===== src/rtl/spi_bridge_pkg.sv =====
// Constants and types shared by the isolated SPI bridge port control block
package spi_bridge_pkg;

	localparam int  CORE_MHZ          = 100;

	// Pulse half widths, ns
	localparam int  LONG_HALF_NS      = 150;
	localparam int  SHORT_HALF_NS     = 50;
	localparam int  LONG_HALF_CYC     = (LONG_HALF_NS * CORE_MHZ + 999) / 1000;
	localparam int  SHORT_HALF_CYC    = (SHORT_HALF_NS * CORE_MHZ + 999) / 1000;

	// Receive discrimination thresholds, ns
	localparam int  RX_LONG_MIN_NS    = 100;
	localparam int  RX_MIN_NS         = 20;
	localparam int  RX_LONG_MIN_CYC   = (RX_LONG_MIN_NS * CORE_MHZ + 999) / 1000;
	localparam int  RX_MIN_CYC        = (RX_MIN_NS * CORE_MHZ + 999) / 1000;

	// Slave side SCK pulse width, ns
	localparam int  SCK_PULSE_NS      = 115;
	localparam int  SCK_PULSE_SLOW_NS = 1100;
	localparam int  SCK_PULSE_CYC     = (SCK_PULSE_NS * CORE_MHZ + 999) / 1000;
	localparam int  SCK_SLOW_CYC      = (SCK_PULSE_SLOW_NS * CORE_MHZ + 999) / 1000;

	// Idle entry timeout
	localparam real IDLE_TIMEOUT_MS   = 5.7;
	localparam int  IDLE_TIMEOUT_CYC  = int'(IDLE_TIMEOUT_MS * 1000.0 * CORE_MHZ);

	// Register map (byte addresses) and fields
	localparam logic [7:0] REG_CTRL      = 8'h00;
	localparam logic [7:0] REG_STATUS    = 8'h04;
	localparam int         CTRL_FORCE    = 0;
	localparam int         ST_IDLE       = 0;
	localparam int         ST_OVF        = 1;
	localparam int         ST_ROLE       = 2;
	localparam int         ST_SLOW       = 3;
	localparam int         ST_POL        = 4;
	localparam int         ST_PHA        = 5;
	localparam logic       CTRL_FORCE_RST = 1'b0;

	localparam int  FIFO_DEPTH        = 8;

	// Edges after reset release until synchronised straps are valid
	localparam logic [1:0] STRAP_SETTLE = 2'h3;

	typedef struct packed {
		logic long_p;
		logic plus;
	} pulse_t;

	typedef struct packed {
		logic role;
		logic slow;
		logic clock_idle_level_pin;
		logic clock_edge_select_pin;
	} strap_t;

	// Master side after reset: every SPI pin is an input
	localparam strap_t STRAP_RST = '{role: 1'b1, slow: 1'b0, clock_idle_level_pin: 1'b0, clock_edge_select_pin: 1'b0};

	typedef enum logic [1:0] {TX_IDLE, TX_FIRST, TX_SECOND} tx_state_t;
	typedef enum logic [1:0] {SL_IDLE, SL_SCK, SL_RET} sl_state_t;

endpackage


===== src/rtl/bit_sync.sv =====
// Two flip-flop synchroniser for a group of asynchronous inputs
`timescale 1ns/10ps
`default_nettype none

module bit_sync #(
	parameter int W = 1
) (
	input  wire logic         i_core_clk,
	input  wire logic         i_rstn,
	input  wire logic [W-1:0] i_async,
	output logic      [W-1:0] o_sync
);

	logic [W-1:0] meta_q;

	always_ff @(posedge i_core_clk or negedge i_rstn) begin
		if (!i_rstn) begin
			meta_q <= '0;
			o_sync <= '0;
		end else begin
			meta_q <= i_async;
			o_sync <= meta_q;
		end
	end

endmodule

`default_nettype wire


===== src/rtl/pulse_fifo.sv =====
// Synchronous FIFO with valid/ready on both sides
`timescale 1ns/10ps
`default_nettype none

module pulse_fifo #(
	parameter int W     = 2,
	parameter int DEPTH = 8
) (
	input  wire logic         i_core_clk,
	input  wire logic         i_rstn,
	input  wire logic         i_in_valid,
	output logic              o_in_ready,
	input  wire logic [W-1:0] i_in_data,
	output logic              o_out_valid,
	input  wire logic         i_out_ready,
	output logic      [W-1:0] o_out_data
);

	localparam int AW = $clog2(DEPTH);

	logic [W-1:0] mem_q [DEPTH];
	logic [AW-1:0] wr_q;
	logic [AW-1:0] rd_q;
	logic [AW:0]   cnt_q;
	logic          push;
	logic          pop;

	assign o_in_ready  = (cnt_q != (AW+1)'(DEPTH));
	assign o_out_valid = (cnt_q != '0);
	assign push        = i_in_valid && o_in_ready;
	assign pop         = o_out_valid && i_out_ready;
	assign o_out_data  = mem_q[rd_q];

	always_ff @(posedge i_core_clk) begin
		if (push) begin
			mem_q[wr_q] <= i_in_data;
		end
	end

	always_ff @(posedge i_core_clk or negedge i_rstn) begin
		if (!i_rstn) begin
			wr_q  <= '0;
			rd_q  <= '0;
			cnt_q <= '0;
		end else begin
			if (push) begin
				wr_q <= (wr_q == AW'(DEPTH-1)) ? '0 : wr_q + 1'b1;
			end
			if (pop) begin
				rd_q <= (rd_q == AW'(DEPTH-1)) ? '0 : rd_q + 1'b1;
			end
			cnt_q <= cnt_q + (AW+1)'(push) - (AW+1)'(pop);
		end
	end

endmodule

`default_nettype wire


===== src/rtl/spi_bridge_port_ctl.sv =====
// Port role, pulse link and power state control of the isolated SPI bridge
//
// Local design decisions: the address map and register access over AHB-Lite.
`timescale 1ns/10ps
`default_nettype none

module spi_bridge_port_ctl
	import spi_bridge_pkg::*;
#(
	parameter int unsigned P_IDLE_CYC = IDLE_TIMEOUT_CYC
) (
	input  wire logic        i_core_clk,
	input  wire logic        i_rstn,
	input  wire logic        i_hsel,
	input  wire logic [31:0] i_haddr,
	input  wire logic [1:0]  i_htrans,
	input  wire logic        i_hwrite,
	input  wire logic [2:0]  i_hsize,
	input  wire logic [31:0] i_hwdata,
	input  wire logic        i_hready,
	output logic             o_hreadyout,
	output logic             o_hresp,
	output logic      [31:0] o_hrdata,
	input  wire logic        i_role_select,
	input  wire logic        i_reduced_rate_select,
	input  wire logic        i_clock_idle_level_pin,
	input  wire logic        i_clock_edge_select_pin,
	input  wire logic        i_enable,
	input  wire logic        i_mosi,
	output logic             o_mosi,
	output logic             o_mosi_oe,
	input  wire logic        i_miso,
	output logic             o_miso,
	output logic             o_miso_oe,
	input  wire logic        i_sck,
	output logic             o_sck,
	output logic             o_sck_oe,
	input  wire logic        i_cs,
	output logic             o_cs,
	output logic             o_cs_oe,
	input  wire logic        i_iso_line_positive,
	output logic             o_iso_line_positive,
	output logic             o_iso_line_positive_oe,
	input  wire logic        i_iso_line_negative,
	output logic             o_iso_line_negative,
	output logic             o_iso_line_negative_oe,
	output logic             o_idle
);

	// Synchronised pins
	logic [10:0] pins_sync;
	logic        s_mosi, s_miso, s_sck, s_cs, s_en, s_pos, s_neg;
	strap_t      s_strap;

	bit_sync #(.W(11)) u_sync (
		.i_core_clk (i_core_clk),
		.i_rstn     (i_rstn),
		.i_async    ({i_role_select, i_reduced_rate_select, i_clock_idle_level_pin,
		              i_clock_edge_select_pin, i_enable, i_mosi, i_miso, i_sck, i_cs,
		              i_iso_line_positive, i_iso_line_negative}),
		.o_sync     (pins_sync)
	);
	assign {s_strap, s_en, s_mosi, s_miso, s_sck, s_cs, s_pos, s_neg} = pins_sync;

	strap_t      strap_q;
	logic        init_q;
	logic [1:0]  init_cnt_q;
	logic        idle_q;
	logic        force_q;
	logic        ovf_q;
	logic [19:0] idle_cnt_q;
	logic        sck_prev_q, cs_prev_q;
	logic        miso_q, mosi_q, sck_q, cs_out_q;
	logic        en_act, quiet, wake;

	// Straps are frozen while active; capture waits out the synchroniser after reset
	always_ff @(posedge i_core_clk or negedge i_rstn) begin
		if (!i_rstn) begin
			init_q     <= 1'b0;
			init_cnt_q <= '0;
			strap_q    <= STRAP_RST;
		end else begin
			if (init_cnt_q != STRAP_SETTLE) begin
				init_cnt_q <= init_cnt_q + 2'h1;
			end
			init_q <= (init_cnt_q == STRAP_SETTLE);
			if (!init_q || idle_q) begin
				strap_q <= s_strap;
			end
		end
	end

	// Receiver: level run-length discrimination of pulse pairs
	logic [1:0]  rx_lvl;
	logic [7:0]  rx_len_q;
	logic        rx_first_q, rx_plus_q, rx_second_q;
	logic        rx_evt;
	pulse_t      rx_code;
	logic        rx_act;
	logic        tx_busy;

	assign rx_lvl = tx_busy ? 2'h0 : {s_pos & ~s_neg, s_neg & ~s_pos};
	assign rx_act = (rx_lvl != 2'h0);
	assign rx_evt = rx_first_q && !rx_second_q && (rx_lvl == {~rx_plus_q, rx_plus_q})
	                && (rx_len_q >= 8'(RX_MIN_CYC));
	assign rx_code = '{long_p: (rx_len_q >= 8'(RX_LONG_MIN_CYC)), plus: rx_plus_q};

	always_ff @(posedge i_core_clk or negedge i_rstn) begin
		if (!i_rstn) begin
			rx_len_q    <= '0;
			rx_first_q  <= 1'b0;
			rx_plus_q   <= 1'b0;
			rx_second_q <= 1'b0;
		end else if (!rx_act) begin
			rx_first_q  <= 1'b0;
			rx_second_q <= 1'b0;
			rx_len_q    <= '0;
		end else if (!rx_first_q) begin
			rx_first_q <= 1'b1;
			rx_plus_q  <= rx_lvl[1];
			rx_len_q   <= 8'h01;
		end else if (rx_lvl != {rx_plus_q, ~rx_plus_q}) begin
			rx_second_q <= 1'b1;
		end else if (rx_len_q != 8'hFF) begin
			rx_len_q <= rx_len_q + 8'h01;
		end
	end

	// Master side event detection
	logic   cs_rise, cs_fall, sck_rise, sck_fall, latch;
	logic   m_evt;
	pulse_t m_code;

	assign cs_rise  = s_cs && !cs_prev_q;
	assign cs_fall  = !s_cs && cs_prev_q;
	assign sck_rise = s_sck && !sck_prev_q;
	assign sck_fall = !s_sck && sck_prev_q;
	assign latch    = !s_cs && ((strap_q.clock_idle_level_pin == strap_q.clock_edge_select_pin) ? sck_rise : sck_fall);
	// Pins read as 0 out of the synchroniser's reset; no false edges before init
	assign m_evt    = strap_q.role && init_q && (cs_rise || cs_fall || latch);
	assign m_code   = (cs_rise || cs_fall) ? '{long_p: 1'b1, plus: cs_rise}
	                                       : '{long_p: 1'b0, plus: s_mosi};

	always_ff @(posedge i_core_clk or negedge i_rstn) begin
		if (!i_rstn) begin
			cs_prev_q  <= 1'b1;
			sck_prev_q <= 1'b0;
		end else begin
			cs_prev_q  <= s_cs;
			sck_prev_q <= s_sck;
		end
	end

	// MISO toward the controller: low after a returned -1, released per bit
	always_ff @(posedge i_core_clk or negedge i_rstn) begin
		if (!i_rstn) begin
			miso_q <= 1'b1;
		end else if (strap_q.role && rx_evt && !rx_code.long_p && !rx_code.plus) begin
			miso_q <= 1'b0;
		end else if (cs_rise || latch) begin
			miso_q <= 1'b1;
		end
	end

	// Slave side: rebuild CS, MOSI and SCK, send return pulse
	sl_state_t  sl_st_q;
	logic [7:0] sl_cnt_q;
	logic       sl_push;
	logic       push_ready;

	assign sl_push = !strap_q.role && (sl_st_q == SL_RET) && !s_miso;

	always_ff @(posedge i_core_clk or negedge i_rstn) begin
		if (!i_rstn) begin
			sl_st_q  <= SL_IDLE;
			sl_cnt_q <= '0;
			cs_out_q <= 1'b1;
			mosi_q   <= 1'b1;
			sck_q    <= 1'b0;
		end else if (strap_q.role) begin
			sl_st_q <= SL_IDLE;
			sck_q   <= strap_q.clock_idle_level_pin;
		end else begin
			unique case (sl_st_q)
				SL_IDLE: begin
					sck_q <= strap_q.clock_idle_level_pin;
					if (rx_evt && rx_code.long_p) begin
						cs_out_q <= rx_code.plus;
					end else if (rx_evt) begin
						mosi_q   <= rx_code.plus;
						sck_q    <= !strap_q.clock_idle_level_pin;
						sl_cnt_q <= strap_q.slow ? 8'(SCK_SLOW_CYC - 1) : 8'(SCK_PULSE_CYC - 1);
						sl_st_q  <= SL_SCK;
					end
				end
				SL_SCK: begin
					if (sl_cnt_q == 8'h00) begin
						sck_q   <= strap_q.clock_idle_level_pin;
						sl_st_q <= SL_RET;
					end else begin
						sl_cnt_q <= sl_cnt_q - 8'h01;
					end
				end
				SL_RET: begin
					if (s_miso || push_ready) begin
						sl_st_q <= SL_IDLE;
					end
				end
			endcase
		end
	end

	// Transmit queue and pulse pair generator
	pulse_t    push_code, f_data;
	logic      push_valid, f_valid, f_ready;
	tx_state_t tx_st_q;
	pulse_t    tx_cur_q;
	logic [7:0] tx_cnt_q;
	logic      tx_pos_q, tx_neg_q, tx_oe_q;

	assign push_valid = m_evt || sl_push;
	assign push_code  = strap_q.role ? m_code : '{long_p: 1'b0, plus: 1'b0};
	assign f_ready    = (tx_st_q == TX_IDLE);
	assign tx_busy    = (tx_st_q != TX_IDLE);

	pulse_fifo #(.W($bits(pulse_t)), .DEPTH(FIFO_DEPTH)) u_fifo (
		.i_core_clk  (i_core_clk),
		.i_rstn      (i_rstn),
		.i_in_valid  (push_valid),
		.o_in_ready  (push_ready),
		.i_in_data   (push_code),
		.o_out_valid (f_valid),
		.i_out_ready (f_ready),
		.o_out_data  (f_data)
	);

	function automatic logic [7:0] half_cyc(input logic long_p);
		half_cyc = long_p ? 8'(LONG_HALF_CYC - 1) : 8'(SHORT_HALF_CYC - 1);
	endfunction

	always_ff @(posedge i_core_clk or negedge i_rstn) begin
		if (!i_rstn) begin
			tx_st_q  <= TX_IDLE;
			tx_cur_q <= '0;
			tx_cnt_q <= '0;
			tx_pos_q <= 1'b0;
			tx_neg_q <= 1'b0;
			tx_oe_q  <= 1'b0;
		end else begin
			unique case (tx_st_q)
				TX_IDLE: begin
					if (f_valid) begin
						tx_cur_q <= f_data;
						tx_cnt_q <= half_cyc(f_data.long_p);
						tx_pos_q <= f_data.plus;
						tx_neg_q <= !f_data.plus;
						tx_oe_q  <= 1'b1;
						tx_st_q  <= TX_FIRST;
					end
				end
				TX_FIRST: begin
					if (tx_cnt_q == 8'h00) begin
						tx_cnt_q <= half_cyc(tx_cur_q.long_p);
						tx_pos_q <= !tx_cur_q.plus;
						tx_neg_q <= tx_cur_q.plus;
						tx_st_q  <= TX_SECOND;
					end else begin
						tx_cnt_q <= tx_cnt_q - 8'h01;
					end
				end
				TX_SECOND: begin
					if (tx_cnt_q == 8'h00) begin
						tx_pos_q <= 1'b0;
						tx_neg_q <= 1'b0;
						tx_oe_q  <= 1'b0;
						tx_st_q  <= TX_IDLE;
					end else begin
						tx_cnt_q <= tx_cnt_q - 8'h01;
					end
				end
			endcase
		end
	end

	// Idle timer and wake-up
	assign en_act = s_en || force_q;
	assign quiet  = strap_q.role ? s_cs : !rx_act;
	assign wake   = strap_q.role ? cs_fall : rx_act;

	always_ff @(posedge i_core_clk or negedge i_rstn) begin
		if (!i_rstn) begin
			idle_cnt_q <= '0;
			idle_q     <= 1'b0;
		end else begin
			if (en_act || !quiet) begin
				idle_cnt_q <= '0;
			end else if (idle_cnt_q != 20'(P_IDLE_CYC)) begin
				idle_cnt_q <= idle_cnt_q + 20'h00001;
			end
			if (en_act) begin
				idle_q <= 1'b0;
			end else if (idle_q && wake) begin
				idle_q <= 1'b0;
			end else if (quiet && idle_cnt_q == 20'(P_IDLE_CYC - 1)) begin
				idle_q <= 1'b1;
			end
		end
	end

	// AHB-Lite register slave, zero wait states
	logic       ap_wr_q, ap_valid;
	logic [7:0] ap_addr_q;

	assign ap_valid    = i_hsel && i_htrans[1] && i_hready;
	assign o_hreadyout = 1'b1;
	assign o_hresp     = 1'b0;

	always_ff @(posedge i_core_clk or negedge i_rstn) begin
		if (!i_rstn) begin
			ap_wr_q   <= 1'b0;
			ap_addr_q <= '0;
			o_hrdata  <= '0;
		end else begin
			ap_wr_q   <= ap_valid && i_hwrite;
			ap_addr_q <= i_haddr[7:0];
			o_hrdata  <= '0;
			if (ap_valid && !i_hwrite && i_haddr[31:8] == 24'h000000) begin
				if (i_haddr[7:0] == REG_CTRL) begin
					o_hrdata[CTRL_FORCE] <= force_q;
				end else if (i_haddr[7:0] == REG_STATUS) begin
					o_hrdata[ST_IDLE] <= idle_q;
					o_hrdata[ST_OVF]  <= ovf_q;
					o_hrdata[ST_ROLE] <= strap_q.role;
					o_hrdata[ST_SLOW] <= strap_q.slow;
					o_hrdata[ST_POL]  <= strap_q.clock_idle_level_pin;
					o_hrdata[ST_PHA]  <= strap_q.clock_edge_select_pin;
				end
			end
		end
	end

	always_ff @(posedge i_core_clk or negedge i_rstn) begin
		if (!i_rstn) begin
			force_q <= CTRL_FORCE_RST;
			ovf_q   <= 1'b0;
		end else begin
			if (ap_wr_q && ap_addr_q == REG_CTRL) begin
				force_q <= i_hwdata[CTRL_FORCE];
			end
			if (m_evt && !push_ready) begin
				ovf_q <= 1'b1;
			end else if (ap_wr_q && ap_addr_q == REG_STATUS && i_hwdata[ST_OVF]) begin
				ovf_q <= 1'b0;
			end
		end
	end

	// SPI pin directions follow the role strap; the pulse line enables follow tx_oe_q
	assign o_mosi                 = 1'b0;
	assign o_mosi_oe              = !strap_q.role && !mosi_q;
	assign o_miso                 = 1'b0;
	assign o_miso_oe              = strap_q.role && !miso_q;
	assign o_sck                  = sck_q;
	assign o_sck_oe               = !strap_q.role;
	assign o_cs                   = cs_out_q;
	assign o_cs_oe                = !strap_q.role;
	assign o_iso_line_positive    = tx_pos_q;
	assign o_iso_line_negative    = tx_neg_q;
	assign o_iso_line_positive_oe = tx_oe_q;
	assign o_iso_line_negative_oe = tx_oe_q;
	assign o_idle                 = idle_q;
endmodule

`default_nettype wire


===== config.mk =====
export PLATFORM = sky130hd
export DESIGN_NAME = spi_bridge_port_ctl
export DESIGN_NICKNAME = d
export VERILOG_FILES = /design/src/rtl/spi_bridge_pkg.sv /design/src/rtl/bit_sync.sv /design/src/rtl/pulse_fifo.sv /design/src/rtl/spi_bridge_port_ctl.sv
export SDC_FILE = /design/constraint.sdc
export NUM_CORES = 1
export LEC_CHECK = 0
export BUFFER_PORTS_ARGS = -buffer_cell sky130_fd_sc_hd__buf_2
export CAP_MARGIN = 20
export CORE_AREA = 2 2 152 154
export CTS_BUF_LIST = sky130_fd_sc_hd__clkbuf_16
export CTS_CLUSTER_DIAMETER = 120
export DETAILED_ROUTE_END_ITERATION = 10
export DIE_AREA = 0 0 154 156
export GPL_TIMING_DRIVEN = 0
export SLEW_MARGIN = 25
export SYNTH_ARGS = -nofsm -noshare
export SYNTH_HDL_FRONTEND = slang
export SYNTH_HIERARCHICAL = 1
export SYNTH_SLANG_ARGS = --single-unit

===== constraint.sdc =====
create_clock -name i_core_clk -period 3.07 [get_ports i_core_clk]
set_clock_uncertainty 0.05 [all_clocks]
set_input_delay 0.921 -clock i_core_clk [delete_from_list [all_inputs] [get_ports i_core_clk]]
set_output_delay 0.921 -clock i_core_clk [all_outputs]
set_load 0.02 [all_outputs]

==> metrics.md <==
| Metric | Value |
|---|---|
| Tcrit/Tclk final | `0.947` |
| Design Area, Final | `around 8000 um2` |
| ANT nets after route | `0` |
| CTS Buf Count | `17` |
| TNS Setup | `0 ps` |
| Routed len/inst | `around 13 um` |
| Overall Power | `around 6.0 mW` |
| Worst-margin pin slew | `between 900 and 1000 ps` |
| Worst r2r path cells | `11` |
| Gr usage total | `0.113` |
| Vias/cell | `roughly 4.5` |
| Critical path required time | `2100 ps` |
| Post-CTS resize count | `0` |
| Routed wire length | `around 13,000 um` |
| Most used DFF post-synth | `dfrtp_1` |
| Root Buffer | `clkbuf_16` |
| DRC Markers | `0` |
| Crit path arrival time | `around 1900 ps` |
| PD cells | `about 750 nW/um2` |
| CORE AREA | `approximately 22,000 um2` |
| Initial antenna violation count | `0` |
| Vias after detailed routing | `4,552` |
| Final Setup Violations | `0` |
| Post-synth EDFFs | `16` |
| Hpwl dp | `9260 um` |
| RSZ-0062 raised after global routing | `no` |
| DR pass1 iterations | `4` |
| H-tree levels | `4` |
| Most numerous cell in the Yosys netlist | `dfrtp_1` |
| PortBufs | `67` |
| Core Rows | `55` |
| Leading area contributor after synthesis | `dfrtp_1` |
| Setup slack after layout | `around 160 ps` |
| Finished Layout Cells | `between 1,000 and 1,500` |
| First-pass GRT wire length | `between 20,000 and 25,000 um` |
| Die width | `154 um` |
| Tmin final | `~2900 ps` |
| Maximum VDD drop | `approximately 0.00043 V` |
| Share of layout cells above drive strength 1 | `0.248` |
| Boundary Pins | `between 100 and 150` |
| Sequential area share after synthesis | `0.527` |
| Max-cap viol count | `0` |
| Die H | `between 150 and 200 um` |
| Area grow syn2layout | `21.5%` |
| Clk_lat worst skew | `roughly 430 ps` |
| Max clock buf depth | `2` |
| Die area | `24,000 um2` |
| Mapped Area | `~6600 um2` |
| Pre-CTS setup slack | `roughly 360 ps` |
| Yosys reg bits | `around 140` |
| Status | `finished clean` |
| Largest net degree at the start of global routing | `80` |
| Number of global-route vias before repair | `between 4,000 and 5,000` |
| Max Clk Rate | `~340 MHz` |
| CTS sink count | `135` |
| WHS Path Cells | `0` |
| Asr flop ratio synth | `0.881` |
| Synth cell types | `66` |
| Placed Cells | `975` |
| Cells after Synth | `slightly below 600` |
| Placer Congestion | `approximately 0.8` |
| Final Hold Vio Count | `0` |
| Worst-path maximum fanout | `11` |
| Post-DP Area | `7410 um2` |
| Global route overflow | `0` |
| Critical path startpoint category | `flop` |
| Yosys top cell area share | `0.434` |
| Yosys warns | `6` |
| CTS clock-pin slew for the worst setup and hold paths | `around 60 ps` |
| Final slew viol count | `0` |
| HP Class | `reg -> reg` |
| Postcts setup bufs | `0` |
| Kind of critical path | `reg -> out` |
| # diodes | `0` |
| Hold-fix buffers, CTS | `0` |
| Top cells by area, synth | `dfrtp_1 (43%), edfxtp_1 (7.3%), ha_1 (5.3%)` |
| TritonCTS clock tree | `built` |
| Drt initial violations | `~190` |
| Top cells by count, synth | `dfrtp_1 (114), nor2_1 (57), nand2_1 (45)` |
| P_leak | `around 3.6 nW` |
| Initial core utilization | `0.294` |
| NumNets Final | `between 800 and 900` |
| Syn_area_per_cell | `11.1 um2` |
| Worst Setup End Kind | `output port` |
| Max_slew headroom | `0.383` |
registers in the layout (all words and copies together), names as in the netlist, 2 cells and up:
register and count:
ap_addr_q 8, idle_cnt_q 20, init_cnt_q 2, o_hrdata 6, rx_len_q 8, sl_cnt_q 8
sl_st_q 2, strap_q 4, tx_cnt_q 8, tx_cur_q 2, tx_st_q 2, u_fifo/cnt_q 4
u_fifo/mem_q 16, u_fifo/rd_q 3, u_fifo/wr_q 3, u_sync/meta_q 11, u_sync/o_sync 11
layout by cell type (no fill, tap or decap), drive strengths merged, types with 3 or more instances in the layout:
master | synthesis | routed
edfxtp | 16 | 16
nand3 | 18 | 18
conb | 2 | 30
dfrtp | 114 | 114
nor2b | 6 | 6
mux2i | 6 | 6
or4 | 5 | 5
or2 | 3 | 3
xnor2 | 21 | 21
nor2 | 57 | 57
nor3 | 15 | 15
nor4 | 20 | 20
o211ai | 3 | 3
a211oi | 3 | 3
nand2b | 6 | 6
nand4 | 11 | 11
and4 | 3 | 3
a31oi | 4 | 4
buf | 35 | 103
xor2 | 9 | 9
and3b | 3 | 3
mux4 | 4 | 4
inv | 30 | 40
or3 | 4 | 4
mux2 | 21 | 21
nand2 | 46 | 46
ha | 28 | 28
dfstp | 5 | 5
clkbuf | 6 | 23
nor4b | 4 | 4
and3 | 7 | 7
o21ai | 27 | 27
nor3b | 6 | 6
a21oi | 18 | 18
layout make-up:
cell class / instances / area, um2
Buffer: 42 / 325
Clock buffer: 17 / 425
Clock inverter: 15 / 155
Fill cell: 2209 / 14400
Inverter: 30 / 113
Multi-Input combinational cell: 415 / 2780
Sequential cell: 135 / 3460
Tap cell: 285 / 357
Timing Repair Buffer: 68 / 373
power by group:
part	switching (mW)	leakage [nW]	internal, mW
Clock	0.860	0.282	1.15
Combinational	0.951	1.64	0.774
Sequential	0.202	1.63	2.06
worst max-delay path, stage by stage, from the launching register on:
cell	delay [ps]
dfstp_2	540
clkbuf_8	160
inv_1	70
clkbuf_1	300
nor2_1	250
buf_2	190
layer usage:
layer,up-vias,part of all wire,track usage
li1,2276,-,-
met1,2178,0.48,0.144
met2,87,0.47,0.182
met3,11,0.041,0.0336
met4,0,0.011,0.0414
met5,-,0,0
cells by family (layout without fill, tap and decap cells):
| logic type | after synthesis | in the layout | share of synthesized area |
|---|---|---|---|
| simple gates | 223 | 223 | 0.179 |
| mux | 31 | 31 | 0.0611 |
| xor+xnor | 30 | 30 | 0.0399 |
| other cells | 2 | 30 | 0.00114 |
| compound gates | 72 | 72 | 0.0694 |
| buf+inv | 72 | 172 | 0.0666 |
| flops | 135 | 135 | 0.527 |
| fa+ha+maj | 29 | 29 | 0.0563 |
stage by stage:
step | util | hold WS (ps)
6_report | 0.357 | 296
5_1_grt | 0.357 | 305
4_1_cts | 0.357 | 299
3_5_place_dp | 0.331 | 285
3_3_place_gp | 0.330 | 283
2_1_floorplan | - | 281
path summary, 6_finish.rpt:
kind,to,slack [ps],from
max,o_miso_oe,160,strap_q[3]
min,u_sync/o_sync[6],300,u_sync/meta_q[6]
max reg2reg,u_fifo/cnt_q[2],390,u_sync/o_sync[2]
min reg2reg,u_sync/o_sync[6],300,u_sync/meta_q[6]
max in group asynchronous,cs_prev_q,1940,i_rstn
min in group asynchronous,idle_cnt_q[13],310,i_rstn
(Power assumes the default switching activity.)
